--- config.mk ---
export PLATFORM = sky130hd
export DESIGN_NAME = psq_host_flat
export DESIGN_NICKNAME = d
export VERILOG_FILES = /design/src/logic/psq_pkg.sv /design/src/logic/psq_if.sv /design/src/logic/psq_host.sv /design/src/flat_wrapper.sv
export VERILOG_INCLUDE_DIRS = /design/src /design/src/logic
export SDC_FILE = /design/constraint.sdc
export NUM_CORES = 1
export LEC_CHECK = 0
export BUFFER_PORTS_ARGS = -buffer_cell sky130_fd_sc_hd__buf_2
export CELL_PAD_IN_SITES_DETAIL_PLACEMENT = 1
export CELL_PAD_IN_SITES_GLOBAL_PLACEMENT = 1
export CORE_UTILIZATION = 39
export DETAILED_ROUTE_END_ITERATION = 12
export PLACE_DENSITY_LB_ADDON = 0.12
export SLEW_MARGIN = 30
export SYNTH_ARGS = -nofsm -noshare
export SYNTH_HDL_FRONTEND = slang
export SYNTH_SLANG_ARGS = --single-unit
--- constraint.sdc ---
create_clock -name clk -period 2.5 [get_ports clk]
set_input_delay 0.25 -clock clk [delete_from_list [all_inputs] [get_ports clk]]
set_output_delay 0.25 -clock clk [all_outputs]
set_load 0.03 [all_outputs]
--- src/logic/psq_consts.svh ---
/*
 Constants for the priority flag init sequence: register indices, values, timing.
 Assumes a 125 MHz clock.
*/
`ifndef PSQ_CONSTS_SVH
`define PSQ_CONSTS_SVH
`define PSQ_REG_CLKDOM 2'h0
`define PSQ_REG_MODCLK 2'h1
`define PSQ_REG_RESET 2'h2
`define PSQ_REG_PWRST 2'h3
`define PSQ_CLKDOM_WAKEUP 32'h0000_0002
`define PSQ_CLKDOM_HWAUTO 32'h0000_0003
`define PSQ_MODCLK_ENABLE 32'h0000_0001
`define PSQ_MODCLK_GATE 32'h0000_0000
`define PSQ_RESET_RELEASE 32'h0000_0001
`define PSQ_RESET_ASSERT 32'h0000_0003
`define PSQ_IDLEST_MASK 32'h0003_0000
`define PSQ_PWRST_OFF_MASK 32'h0fff_fff0
`define PSQ_PWRST_RESET 32'h0000_0003
`define PSQ_TIMEOUT_MS 100
`define PSQ_CLK_MHZ 125
`define PSQ_TIMEOUT_CYC (`PSQ_TIMEOUT_MS * 1000 * `PSQ_CLK_MHZ)
`define PSQ_FUNC_DELAY 4
`endif

--- src/logic/psq_pkg.sv ---
/*
 Types shared by both ends of the priority flag init sequence.
 Assumes nothing beyond the constants header.
*/
package psq_pkg;
    typedef logic [1:0] psq_addr_t;
    typedef logic [31:0] psq_data_t;
endpackage : psq_pkg

--- src/logic/psq_if.sv ---
/*
 Control link between the sequencer (host) and the subsystem (device).
 Assumes one clock shared by both ends.
*/
`timescale 1ns/1ps
`default_nettype none
interface psq_if;
    logic wr_en;
    logic rd_en;
    psq_pkg::psq_addr_t addr;
    psq_pkg::psq_data_t wdata;
    psq_pkg::psq_data_t rdata;
    logic ack;
    modport host (output wr_en, output rd_en, output addr, output wdata, input rdata, input ack);
    modport dev (input wr_en, input rd_en, input addr, input wdata, output rdata, output ack);
endinterface : psq_if
`default_nettype wire

--- src/logic/psq_host.sv ---
/*
 Sequencer that runs the enable-then-disable flow on one subsystem.
 Assumes the device acks every access.
*/
`include "psq_consts.svh"
`timescale 1ns/1ps
`default_nettype none
module psq_host #(
    parameter int unsigned timeout_cyc = `PSQ_TIMEOUT_CYC
) (
    input wire logic clk,
    input wire logic sys_rst,
    input wire logic clk_en,
    input wire logic start,
    psq_if.host bus,
    output logic busy,
    output logic done,
    output logic timed_out
);
    typedef enum logic [3:0] {
        PSQ_IDLE = 4'h0, PSQ_WAKE = 4'h1, PSQ_CLKON = 4'h3, PSQ_RSTOFF = 4'h2,
        PSQ_POLL = 4'h6, PSQ_AUTO = 4'h7, PSQ_PRD = 4'h5, PSQ_PWR = 4'h4,
        PSQ_GATE = 4'hc, PSQ_RSTON = 4'hd, PSQ_DONE = 4'hf
    } psq_state_e;

    // ==========================================================
    // Sequence
    psq_state_e st_q, st_d;
    logic pend_q, pend_d;
    logic done_q, done_d;
    logic to_q, to_d;
    logic [31:0] tmr_q, tmr_d;
    psq_pkg::psq_data_t pwr_q, pwr_d;

    always_comb
    begin
        st_d = st_q;
        pend_d = pend_q;
        done_d = done_q;
        to_d = to_q;
        tmr_d = tmr_q;
        pwr_d = pwr_q;
        bus.wr_en = 1'b0;
        bus.rd_en = 1'b0;
        bus.addr = `PSQ_REG_CLKDOM;
        bus.wdata = 32'h0000_0000;
        unique case (st_q)
            PSQ_IDLE: bus.addr = `PSQ_REG_CLKDOM;
            PSQ_WAKE: begin bus.addr = `PSQ_REG_CLKDOM; bus.wdata = `PSQ_CLKDOM_WAKEUP; end
            PSQ_CLKON: begin bus.addr = `PSQ_REG_MODCLK; bus.wdata = `PSQ_MODCLK_ENABLE; end
            PSQ_RSTOFF: begin bus.addr = `PSQ_REG_RESET; bus.wdata = `PSQ_RESET_RELEASE; end
            PSQ_POLL: bus.addr = `PSQ_REG_MODCLK;
            PSQ_AUTO: begin bus.addr = `PSQ_REG_CLKDOM; bus.wdata = `PSQ_CLKDOM_HWAUTO; end
            PSQ_PRD: bus.addr = `PSQ_REG_PWRST;
            PSQ_PWR: begin bus.addr = `PSQ_REG_PWRST; bus.wdata = pwr_q; end
            PSQ_GATE: begin bus.addr = `PSQ_REG_MODCLK; bus.wdata = `PSQ_MODCLK_GATE; end
            PSQ_RSTON: begin bus.addr = `PSQ_REG_RESET; bus.wdata = `PSQ_RESET_ASSERT; end
            PSQ_DONE: bus.addr = `PSQ_REG_CLKDOM;
        endcase
        if (st_q != PSQ_IDLE && st_q != PSQ_DONE && !pend_q)
        begin
            // One access at a time, next waits for ack
            bus.wr_en = (st_q != PSQ_POLL) && (st_q != PSQ_PRD);
            bus.rd_en = (st_q == PSQ_POLL) || (st_q == PSQ_PRD);
            pend_d = 1'b1;
        end
        if (st_q == PSQ_POLL)
            tmr_d = tmr_q + 32'h1;
        if (st_q == PSQ_IDLE && start)
        begin
            st_d = PSQ_WAKE;
            done_d = 1'b0;
            to_d = 1'b0;
            tmr_d = 32'h0;
        end
        else if (pend_q && bus.ack)
        begin
            pend_d = 1'b0;
            unique case (st_q)
                PSQ_WAKE: st_d = PSQ_CLKON;
                PSQ_CLKON: st_d = PSQ_RSTOFF;
                PSQ_RSTOFF: st_d = PSQ_POLL;
                PSQ_POLL:
                begin
                    if ((bus.rdata & `PSQ_IDLEST_MASK) == 32'h0)
                        st_d = PSQ_AUTO;
                    else if (tmr_q >= timeout_cyc)
                    begin
                        to_d = 1'b1;
                        st_d = PSQ_AUTO;
                    end
                end
                PSQ_AUTO: st_d = PSQ_PRD;
                PSQ_PRD:
                begin
                    pwr_d = bus.rdata & `PSQ_PWRST_OFF_MASK;
                    st_d = PSQ_PWR;
                end
                PSQ_PWR: st_d = PSQ_GATE;
                PSQ_GATE: st_d = PSQ_RSTON;
                PSQ_RSTON: st_d = PSQ_DONE;
                default: st_d = st_q;
            endcase
        end
        else if (st_q == PSQ_DONE)
        begin
            done_d = 1'b1;
            st_d = PSQ_IDLE;
        end
    end

    always_ff @(posedge clk)
    begin
        if (sys_rst)
        begin
            st_q <= PSQ_IDLE;
            pend_q <= 1'b0;
            done_q <= 1'b0;
            to_q <= 1'b0;
            tmr_q <= 32'h0;
            pwr_q <= 32'h0;
        end
        else if (clk_en)
        begin
            st_q <= st_d;
            pend_q <= pend_d;
            done_q <= done_d;
            to_q <= to_d;
            tmr_q <= tmr_d;
            pwr_q <= pwr_d;
        end
    end

    assign busy = (st_q != PSQ_IDLE);
    assign done = done_q;
    assign timed_out = to_q;
endmodule : psq_host
`default_nettype wire

--- src/flat_wrapper.sv ---
// flat-port wrapper written by rule: the top's interface ports become plain ports
module psq_host_flat 
#(
    parameter int unsigned timeout_cyc = `PSQ_TIMEOUT_CYC
)
  (clk, sys_rst, clk_en, start, busy, done, timed_out, bus_wr_en, bus_rd_en, bus_addr, bus_wdata, bus_rdata, bus_ack);
  psq_if bus_i ();
  input wire logic clk;
  input wire logic sys_rst;
  input wire logic clk_en;
  input wire logic start;
  output logic busy;
  output logic done;
  output logic timed_out;
  output wire logic [$bits(bus_i.wr_en)-1:0] bus_wr_en;
  output wire logic [$bits(bus_i.rd_en)-1:0] bus_rd_en;
  output wire logic [$bits(bus_i.addr)-1:0] bus_addr;
  output wire logic [$bits(bus_i.wdata)-1:0] bus_wdata;
  input wire logic [$bits(bus_i.rdata)-1:0] bus_rdata;
  input wire logic [$bits(bus_i.ack)-1:0] bus_ack;
  assign bus_wr_en = bus_i.wr_en;
  assign bus_rd_en = bus_i.rd_en;
  assign bus_addr = bus_i.addr;
  assign bus_wdata = bus_i.wdata;
  assign bus_i.rdata = bus_rdata;
  assign bus_i.ack = bus_ack;
  psq_host #(.timeout_cyc(timeout_cyc)) u_core (.clk(clk), .sys_rst(sys_rst), .clk_en(clk_en), .start(start), .bus(bus_i), .busy(busy), .done(done), .timed_out(timed_out));
endmodule
Yosys cells after proc, flatten, opt, wreduce, memory -nomap -nowiden:

Cells that the tools add are included.

* bits in registers: 63
* latch bits: 0
* RAM bits: 0
* ROM bits: 0
* bits of input ports: 37
* output and inout bits: 39
* word-level logic and storage cells: 75
* memories kept: 0

* add/sub/neg operators: 1
* $mul: 0
* div/mod/pow operators: 0
* magnitude comparators: 1
* equal/unequal tests: 17
* shift-type cells: 0
* mux-type cells: 23
* bitwise logic cells: 1
* reductions and logical operators: 26

Operators by type and width (count)
* one-hot mux 28 bit (4 select lines): 1
* two-way mux 32 bit: 2
* one-hot mux 4 bit (9 select lines): 1
* adder 32 x 1 -> 32 bit (second input constant): 1
* >= comparator 32 x 24 -> 1 bit (second input constant): 1
* logical NOT 32 bit: 1
* two-way mux 4 bit: 5
* equality test 4 x 3 -> 1 bit (second input constant): 4
* two-way mux 1 bit: 13
* equality test 4 bit (second input constant): 3
* != test 11 x 8 -> 1 bit (second input constant): 1
* equality test 4 x 2 -> 1 bit (second input constant): 2
* != test 4 x 3 -> 1 bit (second input constant): 2
* one-hot mux 2 bit (4 select lines): 1
* AND reduction 4 bit: 2
* nonzero test 2 bit: 4
* OR reduction 2 bit: 4
* logical AND 1 bit: 5
* != test 5 bit (second input constant): 1
* AND reduction 5 bit: 1
* equality test 4 x 1 -> 1 bit (second input constant): 1
* logical NOT 4 bit: 1
* != test 2 x 1 -> 1 bit (second input constant): 2
* != test 4 bit (second input constant): 1
* 9 further kinds: 9

Longest topological paths before layout:

Gate-level depths: netlist of run 1.

* depth after elaboration: 6
* depth in mapped cells: 7

Least setup slack after synthesis of run 1:

Ideal clock, no wire load.

* kind: flip-flop to output port
* start: register u_core.st_q[1]
* end: output bus_wr_en
* arrival time: 1.859 ns
* slack: 0.391 ns
* stages on the path, launching flop included: 6
* buffers on the path: 2
* cells stage by stage: dfxtp_1 > buf_6 > clkbuf_1 > xnor2_1 > o21ai_0 > a221oi_1

* word-level cells in the longest chain between the ends: 4
* elaborated cells between the ends (all ways): 8
* classes of those cells: 3 x eq/ne; 1 x mux; 4 x reduce/logical

Ends and longest elaborated chain
* from (decl): RTL line psq_host.sv:28 `psq_state_e st_q, st_d;`
* from (signal assigned): RTL line psq_host.sv:125 `st_q <= st_d;`
* != test 4 bit / nonzero test 4 bit (equally long branches): RTL line psq_host.sv:60 `if (st_q != PSQ_IDLE && st_q != PSQ_DONE && !pend_q)`
* logical AND 1 bit (2 in a row): RTL line psq_host.sv:60
* two-way mux 1 bit *: RTL line psq_host.sv:60
* to (decl): RTL line flat_wrapper.sv:15 `output wire logic [$bits(bus_i.wr_en)-1:0] bus_wr_en;`

Every way passes the cells marked *; elsewhere a longest branch is shown, timed or not.

Worst setup path in the final report of run 1:

* start: register u_core.st_q[2]
* end: output bus_wdata[22]

* word-level cells in the longest chain between the ends: 3
* elaborated cells between the ends (all ways): 9
* classes of those cells: 6 x eq/ne; 1 x mux; 2 x reduce/logical

Ends and longest elaborated chain
* equality test 4 x 3 -> 1 bit, or another cell as far along: RTL line psq_host.sv:47 `unique case (st_q)`
* OR reduction 2 bit (no source line)
* one-hot mux 28 bit (4 select lines) *: RTL line psq_host.sv:47
* to (decl): RTL line flat_wrapper.sv:18 `output wire logic [$bits(bus_i.wdata)-1:0] bus_wdata;`

Marked as above.

==> results of run 1 <==
-- metrics by stage --
stage / std cells / hold WS (ps)
after global routing: 582 / 123.6
final: 582 / 136.2
after global placement: 566 / 437.4
after floorplan: 426 / 386.0
after CTS: 582 / 117.4
after detailed placement: 566 / 445.8
-- cell families after synthesis --
kind of cell    count (synthesis)
buf+inv                        43
mux                             2
compound gates                 88
simple gates                  203
xor+xnor                       19
flops                          63
fa+ha+maj                       2
other cells                     1
-- flip-flops by register name, summed over array words and instances (netlist names) --
| signal | cells |
|---|---|
| u_core.pend_q | 1 |
| u_core.pwr_q | 24 |
| u_core.timed_out | 1 |
| u_core.tmr_q | 32 |
| u_core.done | 1 |
| u_core.st_q | 4 |
-- where the power goes --
group / leakage [nW] / internal [mW] / switching [mW]
clock network: 0.0956 / 0.461 / 0.432
logic: 0.973 / 0.0522 / 0.117
registers: 0.508 / 1.01 / 0.0114
total: 1.58 / 1.52 / 0.560
-- layer usage --
layer / vias to the layer above / share of wire
met3: 7 / 0.053
met1: 1532 / 0.44
met5: - / 0
li1: 1577 / -
met4: 0 / 0.011
met2: 55 / 0.49
-- synthesized netlist by cell type, types with 3 or more instances --
cell type and count:
clkbuf_1 18, buf_4 7, a31oi_1 4, nand4_1 9, o31ai_1 4, and2_1 5
xor2_1 13, nor4_1 3, dfxtp_1 63, inv_1 8, o21ai_0 15, o211ai_1 3
xnor2_1 6, nand3_1 14, a21oi_1 42, buf_2 7, or4_1 3, nand2_1 67
nor2_1 32, nor2b_1 3, and4_1 4, and3_1 35, or3_1 11
-- final cells by class --
cell class                 count  area share
multi-input combinational    320      0.4840
sequential                    63      0.3267
timing repair buffer          70     0.09660
tap                          105     0.03404
clock buffer                   9     0.03209
clock inverter                 7     0.01880
inverter                       8    0.007780
-- cells in the final DEF (no fill, tap or decap), types with 2 or more instances in the layout --
cell type / instances
ha_1: 2
a311oi_1: 2
nor2b_1: 3
clkbuf_8: 9
and2_1: 5
and4_1: 4
nor2_1: 32
and3_1: 35
clkinvlp_4: 2
nand3_1: 14
xor2_1: 13
conb_1: 6
o311ai_0: 2
o211ai_1: 3
o31ai_1: 4
nor4_1: 3
dfxtp_1: 63
or4_1: 3
clkinv_2: 2
a31oi_1: 4
buf_4: 9
a21oi_1: 42
inv_1: 8
or3_1: 11
nand4_1: 9
nand4b_1: 2
nand4_2: 2
nor3b_1: 2
nand2_1: 67
o21ai_0: 15
xnor2_1: 6
buf_2: 61
-- worst paths after layout --
| kind | startpoint | to | slack [ps] | cells after the start |
|---|---|---|---|---|
| worst min register to register | u_core.pwr_q[25]$_SDFFE_PP0P_ | u_core.pwr_q[25]$_SDFFE_PP0P_ | 450 | 2 |
| worst max register to register | u_core.st_q[0]$_SDFFE_PP0P_ | u_core.st_q[2]$_SDFFE_PP0P_ | 440 | 5 |
| worst min-delay path | bus_rdata[7] | u_core.pwr_q[7]$_SDFFE_PP0P_ | 140 | 3 |
| worst max-delay path | u_core.st_q[2]$_SDFFE_PP0P_ | bus_wdata[22] | 250 | 6 |
-- critical path: stages (launching register included) --
cell	delay (ps)
dfxtp_1	480
buf_4	240
inv_1	80
nor2_1	180
buf_4	280
and3_1	190
buf_2	200
==> impl_metrics.ini, run 1 <==
[run_status]
status = complete, no violations

[floorplan]
fp-row-count = 33
io_pins = 76
die_y_microns = 94.14
coreArea_sq_um = 8217
die_area_sq_um = 8861
dieWidth_microns = 94.14
start_util = 0.4029

[synth]
ys_async_sr_fraction = 0
mappedNetlistArea_sq_um = 3311
synth-compound-area-share = 0.1686
yosysSeqAreaShare = 0.3810
synth_top_family_by_area = simple AND/OR/NAND/NOR gates
synth.distinct_cells = 61
yosys.area.top_type = dfxtp_1
ys_warn_count = 0
netlist.area_leader.share = 0.3810
synth_ff_type = dfxtp_1
synthMuxAreaShare = 0.007559
synth-edff-count = 0
synthAdderAreaFrac = 0.007559
synth.top_cells.by_area = dfxtp_1 38%, nand2_1 7.6%, and3_1 6.6%
synth_xor_area_frac = 0.05026
netlist_instances = 421
synthSimpleGateAreaFrac = 0.3220
avgSynthCellArea_sq_um = 7.864
synth_seq_cells = 63

[cts]
cts_root_buf = clkbuf_8
cts_tree = yes
cts.clk_slew.worst_paths_ps = 80
h-tree-depth = 3
clock_latency_ps = 340
cts_sinks = 63
clockBufferDepth = 2
cts_made_buffers = 9
post_cts_buffers = 0
cts_hold_buf = 0
cts-resized-gates = 0

[timing]
fmax_mhz = 444.0
relSlewSlack = 0.6629
fin_crit_sh = 0.9010
hold_viol_final = 0
rsz0062_at_grt = no
setup_viol = 0
fin_worst_skew_ps = 8.636
setup_slack_ps = 247.5
setup_tns_ps = 0
maxSlewViolCount = 0
tightest_slew_ps = 498.6
finalCriticalPeriod_ps = 2252

[critical_path]
critPathMaxFanout = 24
crit_type = reg2out
worstSetupEndpointType = output pin
worstPathArrival_ps = 2000
worst_setup_path_start_kind = register
cp_data_required_time_ps = 2250

[grt]
antenna_found_initial = 0
met2_usage = 0.3838
grt_pass1_wl_microns = 14920
grt_use_met3 = 0.05825
grt_use_total = 0.2158
grt_pass1_vias = 3208
top_usage_layer = met2
grt_util_met1 = 0.2379
gr-total-overflow = 0
grt_max_degree = 33

[placement]
place_area_sq_um = 3664
io_buffers = 61
hpwl_microns = 6125
gp_congestion = 0.7708
post-place-ws_ps = 455.7

[final_layout]
multiInputGateArea_sq_um = 1868
layout-area-overhead-vs-synth_pct = 16.59
fin_nets = 511
num_antenna_cells = 0
layout-drive-gt1-share = 0.2138
fin_area_sq_um = 3860
n_fill_cell = 1052
final_util = 0.4698
seq_area_sq_um = 1261

[drt]
via_per_inst = 5.448
routedWlPerCell_microns = 15.02
ant_nets = 0
route.vias.total = 3171
routed_wl_microns = 8741
drt_first_pass_iters = 5
drc = 0
drt-initial-drc-count = 93

[power]
p_total_mw = 2.080
p_per_area_nw_per_um2 = 539.0
irDropWorstVdd_v = 0.0002653
leakage_nw = 1.577

[worst_hold_path]
min_path_type = in2reg

[run]
drv_cap = 0
Note: power is estimated with default switching activity, not from simulation.
==> inputs of run 2 (changes only) <==
--- a/config.mk
+++ b/config.mk
@@ -11,7 +11,7 @@
 export CELL_PAD_IN_SITES_GLOBAL_PLACEMENT = 1
 export CORE_UTILIZATION = 39
 export DETAILED_ROUTE_END_ITERATION = 12
-export PLACE_DENSITY_LB_ADDON = 0.12
+export PLACE_DENSITY = 0.88
 export SLEW_MARGIN = 30
 export SYNTH_ARGS = -nofsm -noshare
 export SYNTH_HDL_FRONTEND = slang
==> impl_metrics.ini, run 2 (same netlist as run 1, synthesis figures left out) <==
[run_status]
status = complete, no violations

[critical_path]
cp_common_cell = buf_4
critPathMaxFanout = 26
worst_setup_path_start_kind = register
r2r_start = u_core.st_q[2]$_SDFFE_PP0P_
crit_slowest_cell = dfxtp_1
worstSetupEndpointType = output pin
worst_path_largest_cell_delay_ps = 570
crit_family = buffers and inverters
cp_data_required_time_ps = 2250
path_buf_inv = 4
crit_type = reg2out
crit_start = u_core.st_q[2]$_SDFFE_PP0P_
worstPathArrival_ps = 1950
crit_chain = buf_4 -> inv_1 -> nor2_1 -> buf_4 -> o22ai_1 -> o21ai_0 -> buf_2

[drt]
routedWlPerCell_microns = 15.33
drc = 0
routed_wl_microns = 8920
via_per_inst = 5.455
drt-initial-drc-count = 134
ant_nets = 0
route.vias.total = 3175
drt_first_pass_iters = 4

[floorplan]
start_util = 0.4029
io_pins = 76
dieWidth_microns = 94.14
coreArea_sq_um = 8217
fp-row-count = 33
die_area_sq_um = 8861
die_y_microns = 94.14

[run]
drv_cap = 0

[final_layout]
num_antenna_cells = 0
seq_area_sq_um = 1261
layout-drive-gt1-share = 0.2096
top_register = u_core.tmr_q
layout-area-overhead-vs-synth_pct = 17.42
final_common_cell = nand2_1
multiInputGateArea_sq_um = 1868
largest_reg_flops = 32
n_fill_cell = 1022
final_cells = 582
top_regs = u_core.tmr_q x32, u_core.pwr_q x24, u_core.st_q x4
final_cell_mix = 67 x nand2_1, 63 x dfxtp_1, 61 x buf_2
fin_nets = 511

[timing]
setup_tns_ps = 0
fmax_mhz = 454.0
rsz0062_at_grt = no
maxSlewViolCount = 0
relSlewSlack = 0.6581
fin_hold_ws_ps = 142.9
hold_viol_final = 0
setup_viol = 0
fin_worst_skew_ps = 12.26
tightest_slew_ps = 505.7
fin_crit_sh = 0.8811
finalCriticalPeriod_ps = 2203

[worst_hold_path]
min_path_type = in2reg
worst_hold_startpoint = bus_rdata[24]

[cts]
clock_latency_ps = 340
cts-resized-gates = 0
cts_sinks = 63
cts.clk_slew.worst_paths_ps = 70
cts_tree = yes
cts_root_buf = clkbuf_8
h-tree-depth = 3
post_cts_buffers = 0
clockBufferDepth = 2
cts_made_buffers = 9
cts_hold_buf = 0

[placement]
io_buffers = 61
hpwl_microns = 6377
dpl.cell_count = 566
gp_congestion = 0.8333

[power]
irDropWorstVdd_v = 0.0003381
leakage_nw = 1.595
p_per_area_nw_per_um2 = 564.3

[grt]
gr-total-overflow = 0
grt_max_degree = 33
grt_use_total = 0.2115
grt_pass1_wl_microns = 14630
grt_pass1_vias = 3218
antenna_found_initial = 0
-- run 2: cell count changes in the layout (fill, tap and decap cells not counted), sizes merged --
cell,delta
clkinv,-2
clkbuf,+4
bufinv,+1
inv,-1
clkinvlp,-2
-- run 2: worst reg2reg max path: cells and delay by family, from the launching register on --
family | cells | cell delay, ps
simple gates | 3 | 1050
flops | 1 | 570
compound gates | 2 | 500
-- run 2: layer usage --
| layer | routed length (microns) | global-route usage |
|---|---|---|
| met2 | 4439 | 0.3637 |
| met5 | 0 | 0 |
| met1 | 3823 | 0.2397 |
| met3 | 532 | 0.07443 |
| met4 | 125 | 0.07692 |
-- run 2: final cells by class --
class                   count  share of cell area
flip-flops and latches     63              0.3244
repair buffers             70             0.09591
clock inverters             3             0.01674
well taps                 105             0.03379
clock buffers              13             0.04088
multi-input cells         320              0.4805
inverters                   8            0.007724
-- run 2: per-stage QoR --
stage | utilization | total power [mW] | setup WS [ps] | cell area (sq um)
after floorplan | - | 1.158 | 391.1 | 3329
final | 0.4731 | 2.194 | 297.2 | 3887
after global routing | 0.4731 | 2.276 | 114.5 | 3887
after global placement | 0.4459 | 1.206 | 467.4 | 3664
after detailed placement | 0.4459 | 1.208 | 387.1 | 3664
after CTS | 0.4731 | 2.221 | 277.0 | 3887
-- run 2: power by group --
group	total, mW	internal (mW)	switching [mW]	leakage [nW]
clock	1.01	0.616	0.391	0.114
combinational	0.167	0.0522	0.115	0.973
sequential	1.02	1.01	0.0118	0.508
total	2.19	1.68	0.518	1.59
-- run 2: worst paths after layout --
kind                                    to  depth (start not counted)  slack [ps]
max                            bus_addr[1]                          7         300
max reg2reg  u_core.tmr_q[25]$_SDFFE_PP0P_                          5         320
min          u_core.pwr_q[24]$_SDFFE_PP0P_                          3         140
min reg2reg  u_core.pwr_q[24]$_SDFFE_PP0P_                          2         450
